<file path="config.mk">
export PLATFORM = sky130hd
export DESIGN_NAME = acr_top
export DESIGN_NICKNAME = d
export VERILOG_FILES = /design/src/design/acr_pkg.sv /design/src/design/acr_bus_if.sv /design/src/design/acr_top.sv /design/src/design/acr_spi_engine.sv
export SDC_FILE = /design/constraint.sdc
export NUM_CORES = 1
export LEC_CHECK = 0
export ABC_AREA = 0
export BUFFER_PORTS_ARGS = -buffer_cell sky130_fd_sc_hd__buf_2
export CORE_ASPECT_RATIO = 1.75
export CORE_MARGIN = 4
export CORE_UTILIZATION = 35
export CTS_CLUSTER_SIZE = 14
export DETAILED_ROUTE_END_ITERATION = 16
export HOLD_SLACK_MARGIN = 0.08
export SLEW_MARGIN = 20
export SYNTH_ARGS = -nofsm -noshare
export SYNTH_HDL_FRONTEND = slang
export SYNTH_SLANG_ARGS = --single-unit
</file>
<file path="constraint.sdc">
create_clock -name clk -period 5.42 [get_ports clk]
set_input_delay 0 -clock clk [delete_from_list [all_inputs] [get_ports clk]]
set_output_delay 0 -clock clk [all_outputs]
set_load 0.1 [all_outputs]
</file>
<file path="src/design/acr_pkg.sv">
// package: address map, field positions and defaults of the configuration bank
package acr_pkg;
   // address map
   localparam int ADDR_W = 13;
   localparam logic [12:0] ADDR_PORT_CFG = 13'h0000;
   localparam logic [12:0] ADDR_CHIP_ID = 13'h0001;
   localparam logic [12:0] ADDR_CHIP_GRADE = 13'h0002;
   localparam logic [12:0] ADDR_INDEX = 13'h0005;
   localparam logic [12:0] ADDR_GLB_BASE = 13'h0008;
   localparam logic [12:0] ADDR_LOC_BASE = 13'h0010;
   // port configuration fields (nibbles mirrored)
   localparam int PCFG_LSB_HI = 6;
   localparam int PCFG_SOFT_HI = 5;
   localparam int PCFG_SOFT_LO = 2;
   localparam int PCFG_LSB_LO = 1;
   // channel index fields
   localparam int IDX_CHA = 0;
   localparam int IDX_CHB = 1;
   localparam int IDX_FCO = 4;
   localparam int IDX_DCO = 5;
   localparam logic [7:0] IDX_RST = 8'h33;
   localparam logic [7:0] IDX_MASK = 8'h33;
   // local copies: converter a, converter b, frame clock, data clock
   localparam int NUM_COPY = 4;
   localparam logic [1:0] COPY_CHA = 2'h0;
   localparam logic [1:0] COPY_CHB = 2'h1;
   localparam int COPY_SEL [NUM_COPY] = '{IDX_CHA, IDX_CHB, IDX_FCO, IDX_DCO};
   // serial instruction layout
   localparam int INSTR_BITS = 16;
   localparam int INSTR_RW = 15;
   localparam int INSTR_W1 = 14;
   localparam int INSTR_W0 = 13;
   localparam logic [1:0] LEN_STREAM = 2'h3;
   localparam int BYTE_BITS = 8;
   localparam logic [7:0] BYTE_ZERO = 8'h00;
endpackage

</file>
<file path="src/design/acr_bus_if.sv">
// interface: byte access path from the serial engine to the register bank
`timescale 1ns/10ps
interface acr_bus_if;
   logic [12:0] addr;
   logic [7:0] wdata;
   logic wr_stb;
   logic [7:0] rdata;
   modport eng (output addr, output wdata, output wr_stb, input rdata);
   modport regs (input addr, input wdata, input wr_stb, output rdata);
endinterface

</file>
<file path="src/design/acr_top.sv">
// module: converter configuration register bank with channel indexing
`timescale 1ns/10ps
// Summary of operation
// [RULE1] bytes: chip config 0x00-0x02, index at 0x05, global functions from 0x08
// [RULE2] index register resets to 0x33, both converters and both clocks selected
// [RULE3] host writes zero into every undefined bit of a partial register
// [RULE4] host never writes a wholly undefined or unlisted address
// [RULE5] bit 5 of port config soft resets all registers, clearing mirror bit 2
// [RULE6] local registers hold one independent copy per channel at one address
// [RULE7] index bits steer local access: converters, bit 5 data clock, bit 4 frame clock
// [RULE8] all select bits set: a local write updates all four copies
// [RULE9] host selects exactly one converter before reading a local register; the testbench also reads local registers with index 0x33
// [RULE10] several selects set on local read: first converter copy returned
// [RULE11] global registers ignore the index register for reads and writes
// [RULE12] port config reads bits 0,7 as zero and bits 3,4 as one
// [RULE13] each frame starts with sixteen instruction bits, then data bytes
// [RULE14] first instruction bit picks read; read turns data pin to output
module acr_top #(
   parameter int NUM_GLB = 4,
   parameter int NUM_LOC = 4,
   parameter logic [7:0] CHIP_ID = 8'h5a, // arbitrary value
   parameter logic [7:0] CHIP_GRADE = 8'h01 // arbitrary value
) (
   // clock and reset
   input wire logic clk,
   input wire logic rstn,
   // serial pins
   input wire logic sclk,
   input wire logic csb_n,
   input wire logic sdio_in,
   output logic sdio_out,
   output logic sdio_oe,
   // configuration outputs
   output logic [NUM_GLB-1:0][7:0] global_cfg,
   output logic [acr_pkg::NUM_COPY-1:0][NUM_LOC-1:0][7:0] local_cfg,
   output logic lsb_first
);
   localparam int GIW = $clog2(NUM_GLB);
   localparam int LIW = $clog2(NUM_LOC);

   acr_bus_if bus ();
   logic soft_r, lsb_r;
   logic [7:0] idx_r;
   logic [NUM_GLB-1:0][7:0] glb_r;
   logic [acr_pkg::NUM_COPY-1:0][NUM_LOC-1:0][7:0] loc_r;
   logic wr, hit_pcfg, hit_id, hit_grade, hit_idx, hit_glb, hit_loc, soft_req;
   logic [12:0] glb_off, loc_off;
   logic [GIW-1:0] glb_idx;
   logic [LIW-1:0] loc_idx;
   logic [1:0] rd_copy;
   logic [7:0] pcfg_rd;

   ////////////////////////////////////////////////////////////////////////
   // serial engine
   acr_spi_engine u_eng (
      .clk (clk),
      .rstn (rstn),
      .sclk (sclk),
      .csb_n (csb_n),
      .sdio_in (sdio_in),
      .sdio_out (sdio_out),
      .sdio_oe (sdio_oe),
      .bus (bus.eng)
   );

   ////////////////////////////////////////////////////////////////////////
   // [RULE1] address decode
   assign wr = bus.wr_stb;
   assign hit_pcfg = bus.addr == acr_pkg::ADDR_PORT_CFG;
   assign hit_id = bus.addr == acr_pkg::ADDR_CHIP_ID;
   assign hit_grade = bus.addr == acr_pkg::ADDR_CHIP_GRADE;
   assign hit_idx = bus.addr == acr_pkg::ADDR_INDEX;
   assign glb_off = bus.addr - acr_pkg::ADDR_GLB_BASE;
   assign loc_off = bus.addr - acr_pkg::ADDR_LOC_BASE;
   assign hit_glb = (bus.addr >= acr_pkg::ADDR_GLB_BASE) && (glb_off < 13'(NUM_GLB));
   assign hit_loc = (bus.addr >= acr_pkg::ADDR_LOC_BASE) && (loc_off < 13'(NUM_LOC));
   assign glb_idx = glb_off[GIW-1:0];
   assign loc_idx = loc_off[LIW-1:0];
   // [RULE5] soft reset request
   assign soft_req = wr && hit_pcfg
      && (bus.wdata[acr_pkg::PCFG_SOFT_HI] || bus.wdata[acr_pkg::PCFG_SOFT_LO]);

   // [RULE12] fixed port bits
   assign pcfg_rd = {1'b0, lsb_r, soft_r, 1'b1, 1'b1, soft_r, lsb_r, 1'b0};
   // [RULE10] first converter wins
   assign rd_copy = idx_r[acr_pkg::IDX_CHA] ? acr_pkg::COPY_CHA :
                    idx_r[acr_pkg::IDX_CHB] ? acr_pkg::COPY_CHB : acr_pkg::COPY_CHA;
   // [RULE11] read select, global ignores index
   assign bus.rdata = hit_pcfg ? pcfg_rd :
                      hit_id ? CHIP_ID :
                      hit_grade ? CHIP_GRADE :
                      hit_idx ? idx_r :
                      hit_glb ? glb_r[glb_idx] :
                      hit_loc ? loc_r[rd_copy][loc_idx] : acr_pkg::BYTE_ZERO;

   assign global_cfg = glb_r;
   assign local_cfg = loc_r;
   assign lsb_first = lsb_r;

   ////////////////////////////////////////////////////////////////////////
   // port config and index register
   always_ff @(posedge clk or negedge rstn) begin
      if (!rstn) begin
         soft_r <= 1'b0;
         lsb_r <= 1'b0;
         idx_r <= acr_pkg::IDX_RST;
      end else if (soft_r) begin
         // [RULE2] defaults on soft reset
         soft_r <= 1'b0;
         lsb_r <= 1'b0;
         idx_r <= acr_pkg::IDX_RST;
      end else begin
         soft_r <= soft_req;
         if (wr && hit_pcfg) begin
            lsb_r <= bus.wdata[acr_pkg::PCFG_LSB_HI] | bus.wdata[acr_pkg::PCFG_LSB_LO];
         end
         if (wr && hit_idx) begin
            idx_r <= bus.wdata & acr_pkg::IDX_MASK;
         end
      end
   end

   // global function registers
   for (genvar g = 0; g < NUM_GLB; g++) begin : g_glb
      always_ff @(posedge clk or negedge rstn) begin
         if (!rstn) begin
            glb_r[g] <= acr_pkg::BYTE_ZERO;
         end else if (soft_r) begin
            glb_r[g] <= acr_pkg::BYTE_ZERO;
         end else if (wr && hit_glb && glb_idx == GIW'(g)) begin
            glb_r[g] <= bus.wdata;
         end
      end
   end

   // [RULE6] per-copy local registers
   for (genvar c = 0; c < acr_pkg::NUM_COPY; c++) begin : g_copy
      for (genvar l = 0; l < NUM_LOC; l++) begin : g_loc
         always_ff @(posedge clk or negedge rstn) begin
            if (!rstn) begin
               loc_r[c][l] <= acr_pkg::BYTE_ZERO;
            end else if (soft_r) begin
               loc_r[c][l] <= acr_pkg::BYTE_ZERO;
            // [RULE7] [RULE8] index steers write
            end else if (wr && hit_loc && loc_idx == LIW'(l) && idx_r[acr_pkg::COPY_SEL[c]]) begin
               loc_r[c][l] <= bus.wdata;
            end
         end
      end
   end

   ////////////////////////////////////////////////////////////////////////
   // checks
   property p_hole;
      @(posedge clk) disable iff (!rstn)
      (bus.addr > acr_pkg::ADDR_CHIP_GRADE && bus.addr < acr_pkg::ADDR_GLB_BASE && !hit_idx)
         |-> bus.rdata == acr_pkg::BYTE_ZERO;
   endproperty
   a_hole: assert property (p_hole) else $error("open location reads nonzero"); // [RULE1]

   property p_idx_def;
      @(posedge clk) disable iff (!rstn)
      soft_r |=> (idx_r == acr_pkg::IDX_RST);
   endproperty
   a_idx_def: assert property (p_idx_def) else $error("index default wrong"); // [RULE2]

   property p_soft;
      @(posedge clk) disable iff (!rstn)
      (wr && hit_pcfg && bus.wdata[acr_pkg::PCFG_SOFT_HI] && !soft_r)
         |=> soft_r ##1 (!soft_r && glb_r[0] == acr_pkg::BYTE_ZERO && !pcfg_rd[acr_pkg::PCFG_SOFT_LO]);
   endproperty
   a_soft: assert property (p_soft) else $error("soft reset did not complete"); // [RULE5]

   property p_all_copies;
      @(posedge clk) disable iff (!rstn)
      (wr && hit_loc && !soft_r && (idx_r & acr_pkg::IDX_MASK) == acr_pkg::IDX_MASK)
         |=> (loc_r[0][$past(loc_idx)] == $past(bus.wdata)
              && loc_r[3][$past(loc_idx)] == $past(bus.wdata));
   endproperty
   a_all_copies: assert property (p_all_copies) else $error("broadcast write missed"); // [RULE8]

   property p_unsel;
      @(posedge clk) disable iff (!rstn)
      (wr && hit_loc && !soft_r && !idx_r[acr_pkg::IDX_CHB]) |=> $stable(loc_r[1]);
   endproperty
   a_unsel: assert property (p_unsel) else $error("unselected copy changed"); // [RULE7]

   property p_rd_first;
      @(posedge clk) disable iff (!rstn)
      (hit_loc && idx_r[acr_pkg::IDX_CHA]) |-> bus.rdata == loc_r[0][loc_idx];
   endproperty
   a_rd_first: assert property (p_rd_first) else $error("read not from first channel"); // [RULE10]

   property p_glb;
      @(posedge clk) disable iff (!rstn)
      (wr && hit_glb && !soft_r) |=> glb_r[$past(glb_idx)] == $past(bus.wdata);
   endproperty
   a_glb: assert property (p_glb) else $error("global write lost"); // [RULE11]

   property p_fixed;
      @(posedge clk) disable iff (!rstn)
      hit_pcfg |-> (bus.rdata[4:3] == 2'h3 && !bus.rdata[7] && !bus.rdata[0]);
   endproperty
   a_fixed: assert property (p_fixed) else $error("port config fixed bits wrong"); // [RULE12]
endmodule // acr_top

</file>
<file path="src/design/acr_spi_engine.sv">
// module: three-wire serial port engine, oversampled on the core clock
`timescale 1ns/10ps
module acr_spi_engine (
   // clock and reset
   input wire logic clk,
   input wire logic rstn,
   // serial pins
   input wire logic sclk,
   input wire logic csb_n,
   input wire logic sdio_in,
   output logic sdio_out,
   output logic sdio_oe,
   // register side
   acr_bus_if.eng bus
);
   typedef enum logic [1:0] {ST_INSTR, ST_DATA, ST_HOLD} acr_spi_state_type;

   acr_spi_state_type state_r;
   logic sclk_s1, sclk_s2, sclk_s3, csb_s1, csb_s2, sdi_s1, sdi_s2;
   logic [15:0] instr_r;
   logic [4:0] bitcnt_r;
   logic [1:0] len_r, bytes_r;
   logic rd_r, load_r, wr_stb_r, sdo_r, oe_r;
   logic [12:0] addr_r, wr_addr_r;
   logic [7:0] sh_r, wdata_r;
   logic rise, fall, instr_done, byte_done, last_byte;
   logic [15:0] instr_nxt;
   logic [7:0] byte_nxt;

   ////////////////////////////////////////////////////////////////////////
   // pin synchronisers, third sclk stage only for edge detection
   always_ff @(posedge clk or negedge rstn) begin
      if (!rstn) begin
         {sclk_s1, sclk_s2, sclk_s3} <= 3'h0;
         {csb_s1, csb_s2} <= 2'h3;
         {sdi_s1, sdi_s2} <= 2'h0;
      end else begin
         {sclk_s1, sclk_s2, sclk_s3} <= {sclk, sclk_s1, sclk_s2};
         {csb_s1, csb_s2} <= {csb_n, csb_s1};
         {sdi_s1, sdi_s2} <= {sdio_in, sdi_s1};
      end
   end

   // edge and phase decode
   assign rise = sclk_s2 & ~sclk_s3 & ~csb_s2;
   assign fall = ~sclk_s2 & sclk_s3 & ~csb_s2;
   assign instr_nxt = {instr_r[14:0], sdi_s2};
   assign byte_nxt = {sh_r[6:0], sdi_s2};
   assign instr_done = rise && (state_r == ST_INSTR)
      && (bitcnt_r == 5'(acr_pkg::INSTR_BITS - 1));
   assign byte_done = rise && (state_r == ST_DATA)
      && (bitcnt_r == 5'(acr_pkg::BYTE_BITS - 1));
   assign last_byte = (len_r != acr_pkg::LEN_STREAM) && (bytes_r == len_r);

   // register side outputs
   assign bus.addr = wr_stb_r ? wr_addr_r : addr_r;
   assign bus.wdata = wdata_r;
   assign bus.wr_stb = wr_stb_r;
   assign sdio_out = sdo_r;
   assign sdio_oe = oe_r;

   ////////////////////////////////////////////////////////////////////////
   // frame sequencer
   always_ff @(posedge clk or negedge rstn) begin
      if (!rstn) begin
         state_r <= ST_INSTR;
         instr_r <= 16'h0000;
         bitcnt_r <= 5'h00;
         len_r <= 2'h0;
         bytes_r <= 2'h0;
         rd_r <= 1'b0;
         load_r <= 1'b0;
         wr_stb_r <= 1'b0;
         addr_r <= 13'h0000;
         wr_addr_r <= 13'h0000;
         wdata_r <= 8'h00;
         sh_r <= 8'h00;
         sdo_r <= 1'b0;
         oe_r <= 1'b0;
      end else begin
         wr_stb_r <= 1'b0;
         load_r <= 1'b0;
         if (csb_s2) begin
            state_r <= ST_INSTR;
            bitcnt_r <= 5'h00;
            bytes_r <= 2'h0;
            oe_r <= 1'b0;
         end else begin
            case (state_r)
               // [RULE13] instruction then data
               ST_INSTR: begin
                  if (rise) begin
                     instr_r <= instr_nxt;
                     bitcnt_r <= bitcnt_r + 5'h01;
                  end
                  if (instr_done) begin
                     state_r <= ST_DATA;
                     bitcnt_r <= 5'h00;
                     rd_r <= instr_nxt[acr_pkg::INSTR_RW];
                     len_r <= instr_nxt[acr_pkg::INSTR_W1:acr_pkg::INSTR_W0];
                     addr_r <= instr_nxt[acr_pkg::ADDR_W-1:0];
                     load_r <= instr_nxt[acr_pkg::INSTR_RW];
                  end
               end
               ST_DATA: begin
                  if (load_r) begin
                     sh_r <= bus.rdata;
                  end else if (rise && !rd_r) begin
                     sh_r <= byte_nxt;
                  end else if (fall && rd_r) begin
                     // [RULE14] drive read data
                     sdo_r <= sh_r[7];
                     sh_r <= {sh_r[6:0], 1'b0};
                     oe_r <= 1'b1;
                  end
                  if (rise) begin
                     bitcnt_r <= bitcnt_r + 5'h01;
                  end
                  if (byte_done) begin
                     bitcnt_r <= 5'h00;
                     bytes_r <= bytes_r + 2'h1;
                     addr_r <= addr_r - 13'h0001;
                     wr_addr_r <= addr_r;
                     wdata_r <= byte_nxt;
                     wr_stb_r <= !rd_r;
                     load_r <= rd_r && !last_byte;
                     if (last_byte) begin
                        state_r <= ST_HOLD;
                        oe_r <= 1'b0;
                     end
                  end
               end
               ST_HOLD: state_r <= ST_HOLD;
               default: state_r <= ST_INSTR;
            endcase
         end
      end
   end

   ////////////////////////////////////////////////////////////////////////
   // checks
   // [RULE13] data after sixteen bits
   property p_instr_len;
      @(posedge clk) disable iff (!rstn)
      (state_r == ST_INSTR && rise && !csb_s2
         && bitcnt_r == 5'(acr_pkg::INSTR_BITS - 1))
         |=> (state_r == ST_DATA && bitcnt_r == 5'h00);
   endproperty
   a_instr_len: assert property (p_instr_len) else $error("instruction length wrong"); // [RULE13]

   // [RULE14] drive only on read
   property p_oe_read;
      @(posedge clk) disable iff (!rstn)
      oe_r |-> (rd_r && state_r == ST_DATA);
   endproperty
   a_oe_read: assert property (p_oe_read) else $error("pin driven outside read data"); // [RULE14]
endmodule // acr_spi_engine

</file>
# After elaboration in Yosys (flattened, before gate mapping)
# Cells that the tools add are included.
# W data, S select, Z words.
# word_totals
reg_bits,250
# op_classes
n_addsub,5
n_lt_le_gt_ge,7
eq_ne,20
mux,93
bitwise_logic,10
reduce_logical,81
# ops
operator,count
$mux W8,53
$bmux W32 S2,1
$reduce_bool A2 Y1,25
$logic_and A1 B1 Y1,39
$mux W13,3
$bmux W8 S2,2
$mux W32,1
$lt A13 B3 Y1 const B,2
$pmux W13 S2,1
$mux W5,4
$mux W1,18
$reduce_and A3 Y1,5
$mux W2,7
$eq A13 B1 Y1 const B,1
$eq A13 B2 Y1 const B,1
$eq A13 B3 Y1 const B,1
$ge A13 B4 Y1 const B,1
$ge A13 B5 Y1 const B,1
$logic_not A13 Y1,1
$sub A13 B1 Y13 const B,1
$sub A13 B4 Y13 const B,1
$sub A13 B5 Y13 const B,1
$eq A2 B2 Y1 const B,5
$pmux W5 S2,1
23 further kinds,40

# Depth between registers and ports, before layout
# logic_depth
ltp_word,13
mapped_depth,14

# Cells and area by module
# From an unflattened synthesis, not the netlist that was laid out.
# unflattened
hier_cells,1072
area_unflattened_um2,12219.2
# by_module_without_submodules
module,n_inst,cells_each,area_per_inst_um2,seq_area_each_um2
acr_top,1,733,8323.0,4159.0
acr_spi_engine,1,339,3896.2,2004.4

# Least setup slack after synthesis
# No wires, ideal clock.
# synth_path
path_kind,register to register
startpoint,register u_eng.wr_stb_r (netlist: u_eng.bus.wr_stb)
endpoint,"register loc_r, in the netlist local_cfg[23]"
arrival_ns,3.879
setup_slack_ns,1.461
stages_incl_launch_ff,15
n_path_buf,6
period_less_slack_ns,3.959
cell_sequence,dfrtp_1 > buf_6 > buf_2 > buf_4 > clkbuf_1 > clkbuf_1 > mux2i_1 > ha_1 > nor4bb_1 > a22oi_1 > or3_4 > or4b_1 > buf_6 > nor3_4 > mux2i_1
# synth_via
elab_chain_cells,8
# synth_rtl
item,line,source
start: declaration,acr_spi_engine.sv:23,"logic rd_r, load_r, wr_stb_r, sdo_r, oe_r;"
start signal: assignment,acr_spi_engine.sv:125,wr_stb_r <= !rd_r;
$mux W13,acr_spi_engine.sv:56,assign bus.addr = wr_stb_r ? wr_addr_r : addr_r;
$sub A13 B5 Y13,acr_top.sv:74,assign loc_off = bus.addr - acr_pkg::ADDR_LOC_BASE;
$lt A13 B3 Y1,acr_top.sv:76,assign hit_loc = (bus.addr >= acr_pkg::ADDR_LOC_BASE) && (loc_off < 13'(NUM_LOC));
$logic_and A1 B1 Y1,acr_top.sv:76,
$logic_and A1 B1 Y1,acr_top.sv:145,end else if (wr && hit_loc && loc_idx == LIW'(l) && idx_r[acr_pkg::COPY_SEL[c]]) begin
$logic_and A1 B1 Y1 * (2 in series),acr_top.sv:145,
$reduce_bool A2 Y1 (no line) *,-,
end signal: indexed assignment,acr_top.sv:141,loc_r[c][l] <= acr_pkg::BYTE_ZERO;
end signal: indexed assignment,acr_top.sv:143,loc_r[c][l] <= acr_pkg::BYTE_ZERO;
end signal: indexed assignment,acr_top.sv:146,loc_r[c][l] <= bus.wdata;
end: declaration,acr_top.sv:45,logic [acr_pkg::NUM_COPY-1:0][NUM_LOC-1:0][7:0] loc_r;
# Every way passes the cells marked *; elsewhere a longest branch is shown, timed or not.
# A chain may end at the register's enable or synchronous reset.

# Final worst setup path
# layout_path
startpoint,register u_eng.wr_stb_r (netlist: u_eng.bus.wr_stb)
endpoint,"register loc_r, in the netlist local_cfg[75]"
# The elaborated chain is that of the path after synthesis.

==> impl_metrics.json <==
{
  "cts_buffers": 24,
  "fmax_mhz": 268,
  "die_h_um": 256,
  "switching_share_pct": 32.1,
  "critPathCaptureType": "flip-flop",
  "dpl_cell_area_um2": 13500,
  "antenna_cells": 0,
  "cts_max_path_buffers": 3,
  "p_comb_share_pct": 20.5,
  "min_period_ns": 3.73,
  "dp_hpwl_mm": 25.9,
  "p_leak_uw": 0.00726,
  "synth_edf_count": 0,
  "antenna_found_initial": 1,
  "cts.sinks": 246,
  "dr.pass1.iters": 7,
  "io_buffers": 167,
  "layout.cell_area.non_filler_um2": 14300,
  "p_int_uw": 3190,
  "netlist_area_um2": 12300,
  "path_clk_slew_ns": 0.06,
  "grt_max_degree": 125,
  "worstSkewPairLatency_ns": 0.55,
  "remaining_drc_errors": 0,
  "ys_seq_area_share_pct": 50.0,
  "p_seq_share_pct": 44.9,
  "nets": 1293,
  "cts_tree": "built",
  "hold_viol_final": 0,
  "syn_avg_cell_area_um2": 10.7,
  "worst-path-max-fanout": 35,
  "routedWlPerCell_um": 21.0,
  "synthArstFlopShare_pct": 100,
  "gp_congestion": 0.815,
  "cts_hold_buf": 4,
  "postRouteAntennaNets": 0,
  "hold_depth": 2,
  "start_kind": "flip-flop",
  "start_util_pct": 35.6,
  "yosys_warnings": 0,
  "htree_levels": 1,
  "pin_count": 168,
  "switchingPower_uw": 1510,
  "arrival_ns": 4.17,
  "final_max_slew_viol_count": 0,
  "max_cap_viol_count": 0,
  "grt_overflow": 0,
  "finalCritPeriodShare_pct": 68.8,
  "vias": 9265,
  "post-cts-setup-buffers": 0,
  "cts_resized": 0,
  "cts_root_buf": "clkbuf_16",
  "setup_tns_ns": 0,
  "required_ns": 5.86,
  "critPathKind": "reg -> reg",
  "synth_flop_cell": "dfrtp_1",
  "powerDensity_nw_per_um2": 328,
  "drt_iter0_drc": 485,
  "hold_class": "in -> reg",
  "area_delta_synth_final_pct": 16.1,
  "grt_usage_pct": 19.2,
  "syn-num-nets": 1167,
  "ys_types": 73,
  "syn_inst": 1155,
  "viasPerCell": 5.27,
  "grt_pass1_vias": 9493,
  "max-slew-margin-rel_pct": 26.5,
  "grt_pass1_wl_mm": 57.8,
  "drive_above_1_share_pct": 21.7,
  "dieWidth_um": 150,
  "tightest_slew_ns": 1.10,
  "fp.coreArea_um2": 34700,
  "setup_viol": 0,
  "placementRows": 90,
  "clock_skew_ns": 0.0238,
  "r2r_cells": 7,
  "totalWireLength_mm": 37.0,
  "synth_seq_cells": 246,
  "rsz0062_at_grt": "no",
  "status": "complete, no violations",
  "p_clk_share_pct": 34.5,
  "die-area_um2": 38400,
  "peakVddDrop_mv": 0.237
}
[layout make-up]
class | count | area, µm²
timing repair buffer | 183 | 988
clock inverter | 8 | 51.3
tap | 460 | 576
fill | 3453 | 20400
clock buffer | 36 | 686
inverter | 18 | 67.6
multi-input combinational | 808 | 5790
sequential | 246 | 6170
[cells by family after synthesis]
| logic type | share of synthesized area (%) |
|---|---|
| simple gates | 21.0 |
| flops | 50.0 |
| mux | 17.5 |
| compound gates | 7.11 |
| buf+inv | 3.31 |
| fa+ha+maj | 0.710 |
| xor+xnor | 0.355 |
[cells in the mapped netlist (3+ instances only)]
master	count	area share (%)
nor4b_1	4	0.28
o22ai_1	5	0.25
o21ai_0	36	1.5
nor3_4	8	1.1
or4_1	3	0.18
nor2_1	70	2.1
nor3_1	18	0.73
nand2b_1	139	7.0
a21oi_1	22	0.89
a32oi_1	6	0.43
mux2i_1	173	14
clkbuf_1	73	2.2
o2bb2ai_1	3	0.21
nand3_1	18	0.73
and2_1	4	0.20
nand2_1	129	3.9
nor2b_1	6	0.30
nor4bb_1	4	0.32
xor2_1	3	0.21
mux4_2	9	1.6
nor3b_1	5	0.30
ha_1	7	0.71
nand4_2	8	0.81
nor4_1	5	0.25
dfrtp_1	240	49
a211oi_1	8	0.49
mux2_2	18	1.6
nand3b_1	5	0.30
or3_1	6	0.30
nand4_1	7	0.35
inv_1	17	0.52
o211a_1	3	0.24
buf_2	5	0.20
o31ai_1	3	0.18
and3_1	9	0.46
dfstp_2	6	1.3
a31oi_1	11	0.56
o22a_1	14	0.99
[placed cells by master, fill, tap and decap left out, types with 22 or more instances in the layout]
| cell | n |
|---|---|
| a21oi_1 | 22 |
| buf_2 | 166 |
| clkbuf_16 | 24 |
| dfrtp_1 | 238 |
| mux2i_1 | 173 |
| nand2_1 | 129 |
| nand2b_1 | 139 |
| nor2_1 | 70 |
| o21ai_0 | 36 |
[per-layer routing]
metal | track usage (%) | wire length [µm]
met3 | 1.94 | 1420
met2 | 35.4 | 20200
met4 | 7.66 | 1480
met5 | 0 | 16
met1 | 22.5 | 13900
[flip-flops by register name, indices dropped and copies added (netlist names), 2 cells and up]
name,cells
u_eng.instr_r,15
u_eng.bytes_r,2
u_eng.sh_r,8
idx_r,4
global_cfg,32
u_eng.wr_addr_r,13
u_eng.bus.wdata,8
u_eng.len_r,2
u_eng.state_r,2
u_eng.addr_r,13
u_eng.bitcnt_r,5
local_cfg,128
[final timing paths]
kind | start | to | slack, ns
max | u_eng.bus.wr_stb | local_cfg[75] | 1.69
min | sclk | u_eng.sclk_s1 | 0.10
max reg2reg | u_eng.bus.wr_stb | local_cfg[75] | 1.69
min reg2reg | u_eng.sdi_s1 | u_eng.sdi_s2 | 0.35
max in group asynchronous | rstn | u_eng.wr_addr_r[7] | 4.00
min in group asynchronous | rstn | local_cfg[86] | 0.12
[worst max-delay path, cell delays in order, from the launching register on]
cell	delay (ns)
dfrtp_2	0.68
buf_4	0.44
mux2i_1	0.28
xnor2_1	0.10
or3_4	0.38
or4b_1	0.89
nor3_4	0.60
mux2i_1	0.26
[per-stage QoR]
stage	worst slack (ns)	std cells	utilization, %	hold slack (ns)	total power, µW
finish	1.69	1759	41.3	0.103	4690
global route	1.48	1759	41.3	0.113	4920
CTS	1.67	1759	41.3	0.101	4730
detailed placement	1.66	1711	39.0	0.111	3100
global placement	1.74	1711	39.0	0.111	3080
floorplan	1.46	1155	-	-0.296	2800
[power by group through the flow]
stage | Clock [µW] | Sequential (µW) | Combinational [µW]
floorplan | 0 | 2030 | 770
global placement | 0 | 2140 | 946
detailed placement | 0 | 2140 | 960
CTS | 1650 | 2110 | 966
global route | 1720 | 2130 | 1060
finish | 1620 | 2110 | 964
Note: power is estimated with default switching activity, not from simulation.
